[config.mk]
export PLATFORM = sky130hd
export DESIGN_NAME = dio_port
export DESIGN_NICKNAME = d
export VERILOG_FILES = /design/src/include/dio_pkg.sv /design/src/include/dio_edge_if.sv /design/src/dio_pin_sync.sv /design/src/dio_port.sv
export SDC_FILE = /design/constraint.sdc
export NUM_CORES = 1
export LEC_CHECK = 0
export ABC_AREA = 0
export BUFFER_PORTS_ARGS = -buffer_cell sky130_fd_sc_hd__buf_2
export CELL_PAD_IN_SITES_DETAIL_PLACEMENT = 1
export CELL_PAD_IN_SITES_GLOBAL_PLACEMENT = 2
export CORE_ASPECT_RATIO = 0.7
export CORE_MARGIN = 2
export CORE_UTILIZATION = 36
export DETAILED_ROUTE_END_ITERATION = 7
export GPL_TIMING_DRIVEN = 0
export MAX_ROUTING_LAYER = met4
export PLACE_DENSITY = 0.88
export SETUP_SLACK_MARGIN = 0.4
export SLEW_MARGIN = 20
export SYNTH_ARGS = -nofsm -noshare
export SYNTH_HDL_FRONTEND = slang
export SYNTH_HIERARCHICAL = 1
export SYNTH_SLANG_ARGS = --single-unit
[constraint.sdc]
create_clock -name pclk -period 3.3 [get_ports pclk]
set_input_delay 0.33 -clock pclk [delete_from_list [all_inputs] [get_ports pclk]]
set_output_delay 0.33 -clock pclk [all_outputs]
set_load 0.02 [all_outputs]
[src/include/dio_pkg.sv]
package dio_pkg;
	localparam int NUM_PINS = 7;
	localparam int CLK_HZ = 100_000_000;

	// Pin positions, counted from zero
	localparam int PIN_PCLR = 0;
	localparam int PIN_PFLAG = 1;
	localparam int PIN_ONOFF = 2;
	localparam int PIN_TRIG = 3;
	localparam int PIN_INH = 4;
	localparam int PIN_SON = 5;
	localparam int PIN_SOFF = 6;

	// Outgoing clear pulse: least low time, counted in whole cycles (clock rate in MHz rounded down)
	localparam int PULSE_WIDTH_US = 30;
	localparam int PULSE_CYC = PULSE_WIDTH_US * (CLK_HZ / 1_000_000);
	localparam logic [15:0] PULSE_CNT_INIT = 16'(PULSE_CYC - 1);

	// PWM reset settings
	localparam int PWM_FREQ_HZ = 100;
	localparam int PWM_DUTY_PCT = 10;
	localparam int PWM_PERIOD_CYC = CLK_HZ / PWM_FREQ_HZ;
	localparam int PWM_ACTIVE_CYC = (PWM_PERIOD_CYC / 100) * PWM_DUTY_PCT;

	// Register byte addresses
	localparam logic [7:0] ADDR_ROLE = 8'h00;
	localparam logic [7:0] ADDR_INVERT = 8'h04;
	localparam logic [7:0] ADDR_OUT_LEVEL = 8'h08;
	localparam logic [7:0] ADDR_PWM_SEL = 8'h0C;
	localparam logic [7:0] ADDR_PWM_PERIOD = 8'h10;
	localparam logic [7:0] ADDR_PWM_ACTIVE = 8'h14;
	localparam logic [7:0] ADDR_CTRL = 8'h18;
	localparam logic [7:0] ADDR_IN_STATE = 8'h1C;
	localparam logic [7:0] ADDR_STATUS = 8'h20;

	// Reset values
	localparam logic [13:0] ROLE_RST = 14'h0000;
	localparam logic [6:0] PIN_O_RST = 7'h7F;
	localparam logic [6:0] PIN_OE_RST = 7'h06;

	typedef enum logic [1:0] {
		DIO_ROLE_DEFAULT = 2'h0,
		DIO_ROLE_INPUT = 2'h1,
		DIO_ROLE_OUTPUT = 2'h2
	} dio_role_t;

	typedef enum logic {
		DIO_P1_IDLE = 1'h0,
		DIO_P1_PULSE = 1'h1
	} dio_p1_state_t;

	// Code 3 is not a role; it falls back to the default role
	function automatic dio_role_t dio_role_of(input logic [13:0] roles, input int idx);
		logic [1:0] r;
		r = roles[2 * idx +: 2];
		case (r)
			2'h1: dio_role_of = DIO_ROLE_INPUT;
			2'h2: dio_role_of = DIO_ROLE_OUTPUT;
			default: dio_role_of = DIO_ROLE_DEFAULT;
		endcase
	endfunction : dio_role_of
endpackage : dio_pkg

[src/include/dio_edge_if.sv]
`timescale 1ns/1ps
interface dio_edge_if;
	logic [6:0] invert;
	logic [6:0] level;
	logic [6:0] fall;

	modport sync (input invert, output level, output fall);
	modport user (output invert, input level, input fall);
endinterface : dio_edge_if

[src/dio_pin_sync.sv]
`timescale 1ns/1ps
module dio_pin_sync (
	// Clock and reset
	input wire logic pclk,
	input wire logic presetn,
	// Raw pins
	input wire logic [6:0] pin_i,
	// Logical levels and edges
	dio_edge_if.sync edges
);
	typedef struct packed {
		logic [6:0] s1;
		logic [6:0] s2;
		logic [6:0] prev;
	} dio_sync_t;

	dio_sync_t s_q;
	dio_sync_t s_d;
	logic [6:0] logical;

	// Idle pins float high, so the stages start high
	always_comb begin
		s_d = s_q;
		s_d.s1 = pin_i;
		s_d.s2 = s_q.s1;
		s_d.prev = logical;
	end

	always_ff @(posedge pclk or negedge presetn) begin
		if (!presetn) begin
			s_q <= '{s1: 7'h7F, s2: 7'h7F, prev: 7'h7F};
		end else begin
			s_q <= s_d;
		end
	end

	// Invert moves the valid level, so a pulse is always a logical high-to-low
	assign logical = s_q.s2 ^ edges.invert;
	assign edges.level = logical;
	assign edges.fall = s_q.prev & ~logical;
endmodule : dio_pin_sync

[src/dio_port.sv]
`timescale 1ns/1ps
// Summary of operation
// - Every pin: default role, input or output
// - Output true drives low, false high
// - Input pins sampled, state readable
// - PWM period and low time programmable
// - Per-pin invert swaps the valid level
// - Pulses are high-to-low edges
// - Pins 2,3 show protection and on state
// - Pin 5 inhibit forces input off
// - Inhibit valid high, low when inverted
// - Pins 6,7 pulses switch on, off
// - Pin 4 pulse triggers when external selected
// - Pin 1 pulse clears active protection
// - Pin 1 pulses after protected-free turn on
module dio_port #(
	parameter logic [31:0] PWM_PERIOD_DEF = 32'(dio_pkg::PWM_PERIOD_CYC),
	parameter logic [31:0] PWM_ACTIVE_DEF = 32'(dio_pkg::PWM_ACTIVE_CYC)
) (
	// Clock and reset
	input wire logic pclk,
	input wire logic presetn,
	// APB slave
	input wire logic [7:0] paddr,
	input wire logic psel,
	input wire logic penable,
	input wire logic pwrite,
	input wire logic [31:0] pwdata,
	output logic [31:0] prdata,
	output logic pready,
	output logic pslverr,
	// Port pins
	input wire logic [6:0] pin_i,
	output logic [6:0] pin_o,
	output logic [6:0] pin_oe,
	// Instrument state
	input wire logic protection_flag_level,
	input wire logic input_on,
	// Instrument events
	output logic protection_clear_pulse,
	output logic trigger_pulse,
	output logic emergency_inhibit,
	output logic sync_on_pulse,
	output logic sync_off_pulse
);
	typedef struct packed {
		logic [13:0] role;
		logic [6:0] inv;
		logic [6:0] lvl;
		logic [6:0] pwm_sel;
		logic [31:0] period;
		logic [31:0] active;
		logic trig_ext;
		logic [31:0] prdata;
		logic err;
		logic [31:0] pwm_cnt;
		dio_pkg::dio_p1_state_t p1_state;
		logic [15:0] p1_cnt;
		logic on_prev;
		logic [6:0] pin_o;
		logic [6:0] pin_oe;
		logic clr;
		logic trig;
		logic inh;
		logic son;
		logic soff;
	} dio_state_t;

	localparam dio_state_t RST = '{
		role: dio_pkg::ROLE_RST,
		inv: 7'h00,
		lvl: 7'h00,
		pwm_sel: 7'h00,
		period: PWM_PERIOD_DEF,
		active: PWM_ACTIVE_DEF,
		trig_ext: 1'h0,
		prdata: 32'h0000_0000,
		err: 1'h0,
		pwm_cnt: 32'h0000_0000,
		p1_state: dio_pkg::DIO_P1_IDLE,
		p1_cnt: 16'h0000,
		on_prev: 1'h0,
		pin_o: dio_pkg::PIN_O_RST,
		pin_oe: dio_pkg::PIN_OE_RST,
		clr: 1'h0,
		trig: 1'h0,
		inh: 1'h0,
		son: 1'h0,
		soff: 1'h0
	};

	dio_state_t s_q;
	dio_state_t s_d;
	dio_edge_if edges ();

	dio_pin_sync u_sync (
		.pclk(pclk),
		.presetn(presetn),
		.pin_i(pin_i),
		.edges(edges.sync)
	);

	assign edges.invert = s_q.inv;

	logic setup_ph;
	logic access_wr;
	logic pwm_on;
	logic p1_busy;
	logic on_rise;

	assign setup_ph = psel & ~penable;
	assign access_wr = psel & penable & pwrite;
	assign pwm_on = s_q.pwm_cnt < s_q.active;
	assign p1_busy = s_q.p1_state == dio_pkg::DIO_P1_PULSE;
	assign on_rise = input_on & ~s_q.on_prev & ~protection_flag_level;

	function automatic logic is_default(input logic [13:0] roles, input int idx);
		is_default = dio_pkg::dio_role_of(roles, idx) == dio_pkg::DIO_ROLE_DEFAULT;
	endfunction : is_default

	always_comb begin
		dio_pkg::dio_role_t r;
		logic act;
		r = dio_pkg::DIO_ROLE_DEFAULT;
		act = 1'b0;
		s_d = s_q;

		// Registers answer with no wait; data is latched in the setup cycle
		if (setup_ph) begin
			s_d.err = 1'b0;
			s_d.prdata = 32'h0000_0000;
			unique case (paddr)
				dio_pkg::ADDR_ROLE: s_d.prdata = {18'h00000, s_q.role};
				dio_pkg::ADDR_INVERT: s_d.prdata = {25'h0000000, s_q.inv};
				dio_pkg::ADDR_OUT_LEVEL: s_d.prdata = {25'h0000000, s_q.lvl};
				dio_pkg::ADDR_PWM_SEL: s_d.prdata = {25'h0000000, s_q.pwm_sel};
				dio_pkg::ADDR_PWM_PERIOD: s_d.prdata = s_q.period;
				dio_pkg::ADDR_PWM_ACTIVE: s_d.prdata = s_q.active;
				dio_pkg::ADDR_CTRL: s_d.prdata = {31'h00000000, s_q.trig_ext};
				dio_pkg::ADDR_IN_STATE: begin
					s_d.prdata = {25'h0000000, edges.level};
					s_d.err = pwrite;
				end
				dio_pkg::ADDR_STATUS: begin
					s_d.prdata = {28'h0000000, p1_busy, s_q.inh, input_on,
						protection_flag_level};
					s_d.err = pwrite;
				end
				default: s_d.err = 1'b1;
			endcase
			if (pwrite) begin
				s_d.prdata = 32'h0000_0000;
			end
		end

		if (access_wr && !s_q.err) begin
			unique case (paddr)
				dio_pkg::ADDR_ROLE: s_d.role = pwdata[13:0];
				dio_pkg::ADDR_INVERT: s_d.inv = pwdata[6:0];
				dio_pkg::ADDR_OUT_LEVEL: s_d.lvl = pwdata[6:0];
				dio_pkg::ADDR_PWM_SEL: s_d.pwm_sel = pwdata[6:0];
				dio_pkg::ADDR_PWM_PERIOD: s_d.period = pwdata;
				dio_pkg::ADDR_PWM_ACTIVE: s_d.active = pwdata;
				dio_pkg::ADDR_CTRL: s_d.trig_ext = pwdata[0];
				default: s_d.trig_ext = s_q.trig_ext;
			endcase
		end

		// Shared PWM timebase; a period of zero or one keeps the counter at zero
		if (s_q.pwm_cnt + 32'h0000_0001 >= s_q.period) begin
			s_d.pwm_cnt = 32'h0000_0000;
		end else begin
			s_d.pwm_cnt = s_q.pwm_cnt + 32'h0000_0001;
		end

		// Turn-on pulse on pin 1 when input_on rises while protection is low
		s_d.on_prev = input_on;
		unique case (s_q.p1_state)
			dio_pkg::DIO_P1_IDLE: begin
				if (on_rise && is_default(s_q.role, dio_pkg::PIN_PCLR)) begin
					s_d.p1_state = dio_pkg::DIO_P1_PULSE;
					s_d.p1_cnt = dio_pkg::PULSE_CNT_INIT;
				end
			end
			dio_pkg::DIO_P1_PULSE: begin
				if (s_q.p1_cnt == 16'h0000) begin
					s_d.p1_state = dio_pkg::DIO_P1_IDLE;
				end else begin
					s_d.p1_cnt = s_q.p1_cnt - 16'h0001;
				end
			end
		endcase

		for (int i = 0; i < dio_pkg::NUM_PINS; i++) begin
			r = dio_pkg::dio_role_of(s_q.role, i);
			unique case (r)
				dio_pkg::DIO_ROLE_INPUT: begin
					s_d.pin_oe[i] = 1'b0;
					s_d.pin_o[i] = 1'b1;
				end
				dio_pkg::DIO_ROLE_OUTPUT: begin
					act = s_q.pwm_sel[i] ? pwm_on : s_q.lvl[i];
					s_d.pin_oe[i] = 1'b1;
					s_d.pin_o[i] = ~act ^ s_q.inv[i];
				end
				dio_pkg::DIO_ROLE_DEFAULT: begin
					if (i == dio_pkg::PIN_PFLAG) begin
						act = protection_flag_level;
					end else if (i == dio_pkg::PIN_ONOFF) begin
						act = input_on;
					end else begin
						act = p1_busy && i == dio_pkg::PIN_PCLR;
					end
					s_d.pin_oe[i] = i == dio_pkg::PIN_PFLAG || i == dio_pkg::PIN_ONOFF
						|| (i == dio_pkg::PIN_PCLR && p1_busy);
					s_d.pin_o[i] = ~act ^ s_q.inv[i];
				end
			endcase
		end

		// Default-role input events; pin 1 ignores its own outgoing pulse
		s_d.clr = edges.fall[dio_pkg::PIN_PCLR] & protection_flag_level & ~p1_busy
			& is_default(s_q.role, dio_pkg::PIN_PCLR);
		s_d.trig = edges.fall[dio_pkg::PIN_TRIG] & s_q.trig_ext
			& is_default(s_q.role, dio_pkg::PIN_TRIG);
		s_d.inh = edges.level[dio_pkg::PIN_INH]
			& is_default(s_q.role, dio_pkg::PIN_INH);
		s_d.son = edges.fall[dio_pkg::PIN_SON]
			& is_default(s_q.role, dio_pkg::PIN_SON);
		s_d.soff = edges.fall[dio_pkg::PIN_SOFF]
			& is_default(s_q.role, dio_pkg::PIN_SOFF);
	end

	always_ff @(posedge pclk or negedge presetn) begin
		if (!presetn) begin
			s_q <= RST;
		end else begin
			s_q <= s_d;
		end
	end

	assign prdata = s_q.prdata;
	assign pready = 1'b1;
	assign pslverr = psel & penable & s_q.err;
	assign pin_o = s_q.pin_o;
	assign pin_oe = s_q.pin_oe;
	assign protection_clear_pulse = s_q.clr;
	assign trigger_pulse = s_q.trig;
	assign emergency_inhibit = s_q.inh;
	assign sync_on_pulse = s_q.son;
	assign sync_off_pulse = s_q.soff;
endmodule : dio_port
Yosys cells after proc, flatten, opt, wreduce, memory -nomap -nowiden
Index checks and enable logic that the tools add are counted.
{"block": "op_classes", "n_addsub": 2, "order_cmp": 2, "n_bitwise": 49, "mux": 44, "n_reduce_logical": 29, "eq_ne": 38}
{"cell": "case mux 32 bit (9 select lines)", "n": 1}
{"cell": "2-to-1 mux 32 bit", "n": 2}
{"cell": "case mux 17 bit (2 select lines)", "n": 1}
{"cell": "adder 32 x 1 -> 32 bit (second input constant)", "n": 1}
{"cell": "== test 8 x 5 -> 1 bit (second input constant)", "n": 4}
{"cell": "greater-or-equal comparator 32 bit", "n": 1}
{"cell": "< comparator 32 bit", "n": 1}
{"cell": "== test 2 x 1 -> 1 bit (second input constant)", "n": 14}
{"cell": "== test 2 bit (second input constant)", "n": 14}
{"cell": "case mux 2 bit (2 select lines)", "n": 7}
{"cell": "case mux 1 bit (3 select lines)", "n": 8}
{"cell": "NOT 1 bit", "n": 18}
{"cell": "2-to-1 mux 17 bit", "n": 1}
{"cell": "== test 8 x 4 -> 1 bit (second input constant)", "n": 2}
{"cell": "zero test 16 bit", "n": 1}
{"cell": "zero test 2 bit", "n": 8}
{"cell": "2-to-1 mux 16 bit", "n": 1}
{"cell": "AND reduction 2 bit", "n": 8}
{"cell": "subtractor 16 x 1 -> 16 bit (second input constant)", "n": 1}
{"cell": "2-to-1 mux 1 bit", "n": 15}
{"cell": "AND 1 bit", "n": 14}
{"cell": "case mux 1 bit (2 select lines)", "n": 7}
{"cell": "OR reduction 2 bit", "n": 7}
{"cell": "bitwise XOR 1 bit", "n": 14}
{"cell": "11 further kinds", "n": 13}
{"block": "totals", "output_inout_bits": 53, "reg_bits": 223, "elab_cells": 187, "in_bits": 54}

Logic depth before layout (Yosys ltp)
{"block": "depth", "depth_word": 7, "mapped_depth": 13, "depth_no_buf": 12}

By module
Netlist, hierarchy kept.
{"mod": "dio_port", "area_each_um2": 11290.8, "instances": 1, "seq_area_each_um2": 5082.4, "cells_each": 1070}
{"mod": "dio_pin_sync", "area_each_um2": 718.2, "instances": 1, "seq_area_each_um2": 551.8, "cells_each": 49}

Least setup slack after synthesis
OpenSTA, ideal clock, no wires.
{"block": "synth_timing", "kind": "flip-flop to flip-flop", "start": "reg s_q[39] (netlist bit)", "end": "reg s_q[53] (netlist bit)", "n_path_buf": 1, "t_required_ns": 3.212, "stages_incl_launch_ff": 14, "setup_slack_ns": 0.141, "arrival_time_ns": 3.071, "setup_ns": 0.088, "path_cell_list": "dfrtp_1 > and4_1 > nand3_2 > or3_1 > nor2_1 > xor2_1 > ha_1 > a21o_1 > a21o_1 > a211o_1 > a21oi_1 > o211ai_1 > clkbuf_1 > nor3b_1"}
{"element": "from (decl)", "line_no": "dio_port.sv:92", "source": "dio_state_t s_q;"}
{"element": "from (signal assigned)", "line_no": "dio_port.sv:236", "source": "s_q <= RST;"}
{"element": "from (signal assigned)", "line_no": "dio_port.sv:238", "source": "s_q <= s_d;"}

==> impl_metrics.env <==
export IMPL_outcome="finished clean"
export IMPL_avgSynthCellArea_um2=10.7
export IMPL_finalInstanceArea_um2=14600
export IMPL_grt_pass1_wl_um=55400
export IMPL_clkSlewWorstSetupHoldPaths_ps=60
export IMPL_cts_root_to_sink_buffers=3
export IMPL_ir_drop_worst_case_vdd_mv=0.277
export IMPL_power_share_clock=0.451
export IMPL_max_cap_violations=0
export IMPL_num_io_pins=107
export IMPL_power_combinational_fraction=0.092
export IMPL_startpoint_type="flop"
export IMPL_hold_slack_ps=35.5
export IMPL_path_cells="and4_4, nand3_4, nor4_4, nand2_1, xnor2_2, ha_1, a21o_1, a211oi_2, o21ai_1, o211ai_1, o211ai_1, buf_4, clkbuf_8, nor3b_2"
export IMPL_areaGrowthSynthToFinish_pct=22.6
export IMPL_number_of_warnings_issued_by_yosys=6
export IMPL_instances_no_fill=1729
export IMPL_floorplan_rows=55
export IMPL_placed_cells=1644
export IMPL_worstSetupEndpointType="flop"
export IMPL_numCtsBuffers=24
export IMPL_clock_skew_final_ps=13.9
export IMPL_net_count_after_synthesis=1241
export IMPL_cp_common_cell="sky130_fd_sc_hd__o211ai_1"
export IMPL_min_period_over_period=0.993
export IMPL_htree_levels=1
export IMPL_rsz0062_at_grt="yes"
export IMPL_die_height_um=156
export IMPL_vias_in_the_first_global_route=9506
export IMPL_finalCriticalPeriod_ps=3280
export IMPL_critical_path_class="reg -> reg"
export IMPL_dr_first_iter_drc_count=417
export IMPL_netlist_instances=1110
export IMPL_finalMaxSlewViolations=0
export IMPL_power_share_switching=0.248
export IMPL_postRouteAntennaNets=0
export IMPL_dpl_cell_area_um2=13100
export IMPL_worst_pin_slew_ps=910
export IMPL_total_switching_power_uw=1500
export IMPL_floorplan_initialDensity=0.367
export IMPL_clock_sinks=220
export IMPL_timing_critical_path_max_delay_family="simple AND/OR/NAND/NOR gates"
export IMPL_leakage_uw=0.00673
export IMPL_cellPowerDensity_nw_per_um2=413
export IMPL_worst_path_max_delay_cell="sky130_fd_sc_hd__nor4_4"
export IMPL_wirelength_um=35100
export IMPL_mappedNetlistArea_um2=11900
export IMPL_layout_drive_gt1_share=0.359
export IMPL_buffer_ports_inserted=105
export IMPL_num_vias=9080
export IMPL_globalRoute_totalOverflow=0
export IMPL_crit_buf_inv=2
export IMPL_critical_path_required_ps=3750
export IMPL_gp_routability_congestion=0.830
export IMPL_clock_fmax_mhz=305
export IMPL_worstHoldPathType="in -> reg"
export IMPL_hold_violations=0
export IMPL_average_wire_per_cell_in_the_routed_design_um=20.3
export IMPL_timing_critical_path_slowest_cell_delay_ps=400
export IMPL_tritoncts="done"
export IMPL_finalSetupViolCount=0
export IMPL_horizontal_extent_of_the_die_um=221
export IMPL_firstDrtPassIters=5
export IMPL_die_area_um2=34600
export IMPL_clk_insertion_delay_late_ps=540
export IMPL_postLayoutCoreUtil=0.450
export IMPL_grt_total_usage=0.210
export IMPL_drt_drc_violations_left=0
export IMPL_design_final_nets=1414
export IMPL_power_frac_seq=0.458
export IMPL_worst_path_arrival_ps=3720
export IMPL_core_region_area_um2=32400
export IMPL_maximum_number_of_pins_on_one_net_before_global_route_repair=93
export IMPL_place_detailed_hpwl_um=25400
export IMPL_cts_root_buf="sky130_fd_sc_hd__clkbuf_16"
export IMPL_internal_power_uw=4540
export IMPL_grt_antenna_before_repair=0
export IMPL_relSlewSlack=0.389
export IMPL_cp_max_fo=7
export IMPL_via_per_inst=5.25
[routing by layer]
metal	GRT usage	routed length, um	vias up
met5	-	0	-
met3	0.0292	1400	40
li1	-	-	4218
met1	0.310	17900	4647
met2	0.304	15100	175
met4	0.0460	698	0
[stage by stage]
step                      total power (uW)  setup TNS (ps)  setup WS (ps)
after floorplan                       2980               0            315
after global placement                3190         -393960          -1990
after detailed placement              3210          -19210           -643
after CTS                             6070               0           41.1
after global routing                  6250           -3270           -135
final                                 6030               0           24.3
[sequential cells by signal, summed over array words and instances, names as in the netlist]
register / count
u_sync/s_q: 11
u_sync/s_d: 7
protection_clear_pulse: 1
sync_off_pulse: 1
edges.invert: 7
sync_on_pulse: 1
trigger_pulse: 1
s_q: 143
pin_oe: 7
prdata: 32
emergency_inhibit: 1
pin_o: 7
p1_busy: 1
[worst paths after layout]
kind	start	end	slack, ps	depth (start not counted)
hold reg to reg	u_sync/s_d[11]	u_sync/s_q[11]	350	0
setup reg to reg	s_q[45]	s_q[66]	20	14
min in group asynchronous	presetn	prdata[15]	290	2
max in group asynchronous	presetn	u_sync/s_q[8]	2110	3
setup / recovery	s_q[45]	s_q[66]	20	14
hold / removal	pwdata[22]	s_q[157]	40	2
[power groups by stage]
| stage | Clock (uW) | Sequential, uW | Combinational, uW |
|---|---|---|---|
| after floorplan | 0 | 2800 | 185 |
| after global placement | 0 | 2800 | 384 |
| after global routing | 2900 | 2760 | 592 |
| final | 2720 | 2760 | 552 |
| after detailed placement | 0 | 2800 | 408 |
| after CTS | 2790 | 2760 | 522 |
[cells in the final DEF, fill, tap and decap left out, types with 11 or more instances in the layout]
cell                        instances
sky130_fd_sc_hd__nor3b_2           28
sky130_fd_sc_hd__and3_1            11
sky130_fd_sc_hd__dfrtp_1          175
sky130_fd_sc_hd__nand2_1           75
sky130_fd_sc_hd__nor3_1            22
sky130_fd_sc_hd__xor2_1            18
sky130_fd_sc_hd__a21oi_1           38
sky130_fd_sc_hd__nand4_1           18
sky130_fd_sc_hd__o21ai_0           41
sky130_fd_sc_hd__clkbuf_16         27
sky130_fd_sc_hd__ha_1              75
sky130_fd_sc_hd__buf_2            117
sky130_fd_sc_hd__nor2b_1           13
sky130_fd_sc_hd__a22oi_1           34
sky130_fd_sc_hd__dfstp_2           40
sky130_fd_sc_hd__buf_4             85
sky130_fd_sc_hd__clkbuf_1          20
sky130_fd_sc_hd__nand3_1           24
sky130_fd_sc_hd__a21o_1            17
sky130_fd_sc_hd__nor2_1            34
sky130_fd_sc_hd__mux2_2            97
sky130_fd_sc_hd__inv_1             94
sky130_fd_sc_hd__xnor2_1           28
[repair_timing]
action,4_1_cts,5_1_grt
endpoints found under the setup margin,32,39
cloned,2,1
endpoints found under the hold margin,60,0
pin swaps,23,20
resized for setup,58,17
setup buffers,18,10
hold buffers,9,0
[final cells by class]
cell class	count	area [um^2]
multi-input combinational	706	5800
tap	427	534
antenna	1	2.50
clock inverter	5	50.0
inverter	94	353
sequential	220	5560
buffer	90	629
clock buffer	39	738
timing repair buffer	147	930
fill	3573	17800
No activity file was read; power rests on OpenSTA's default activity.
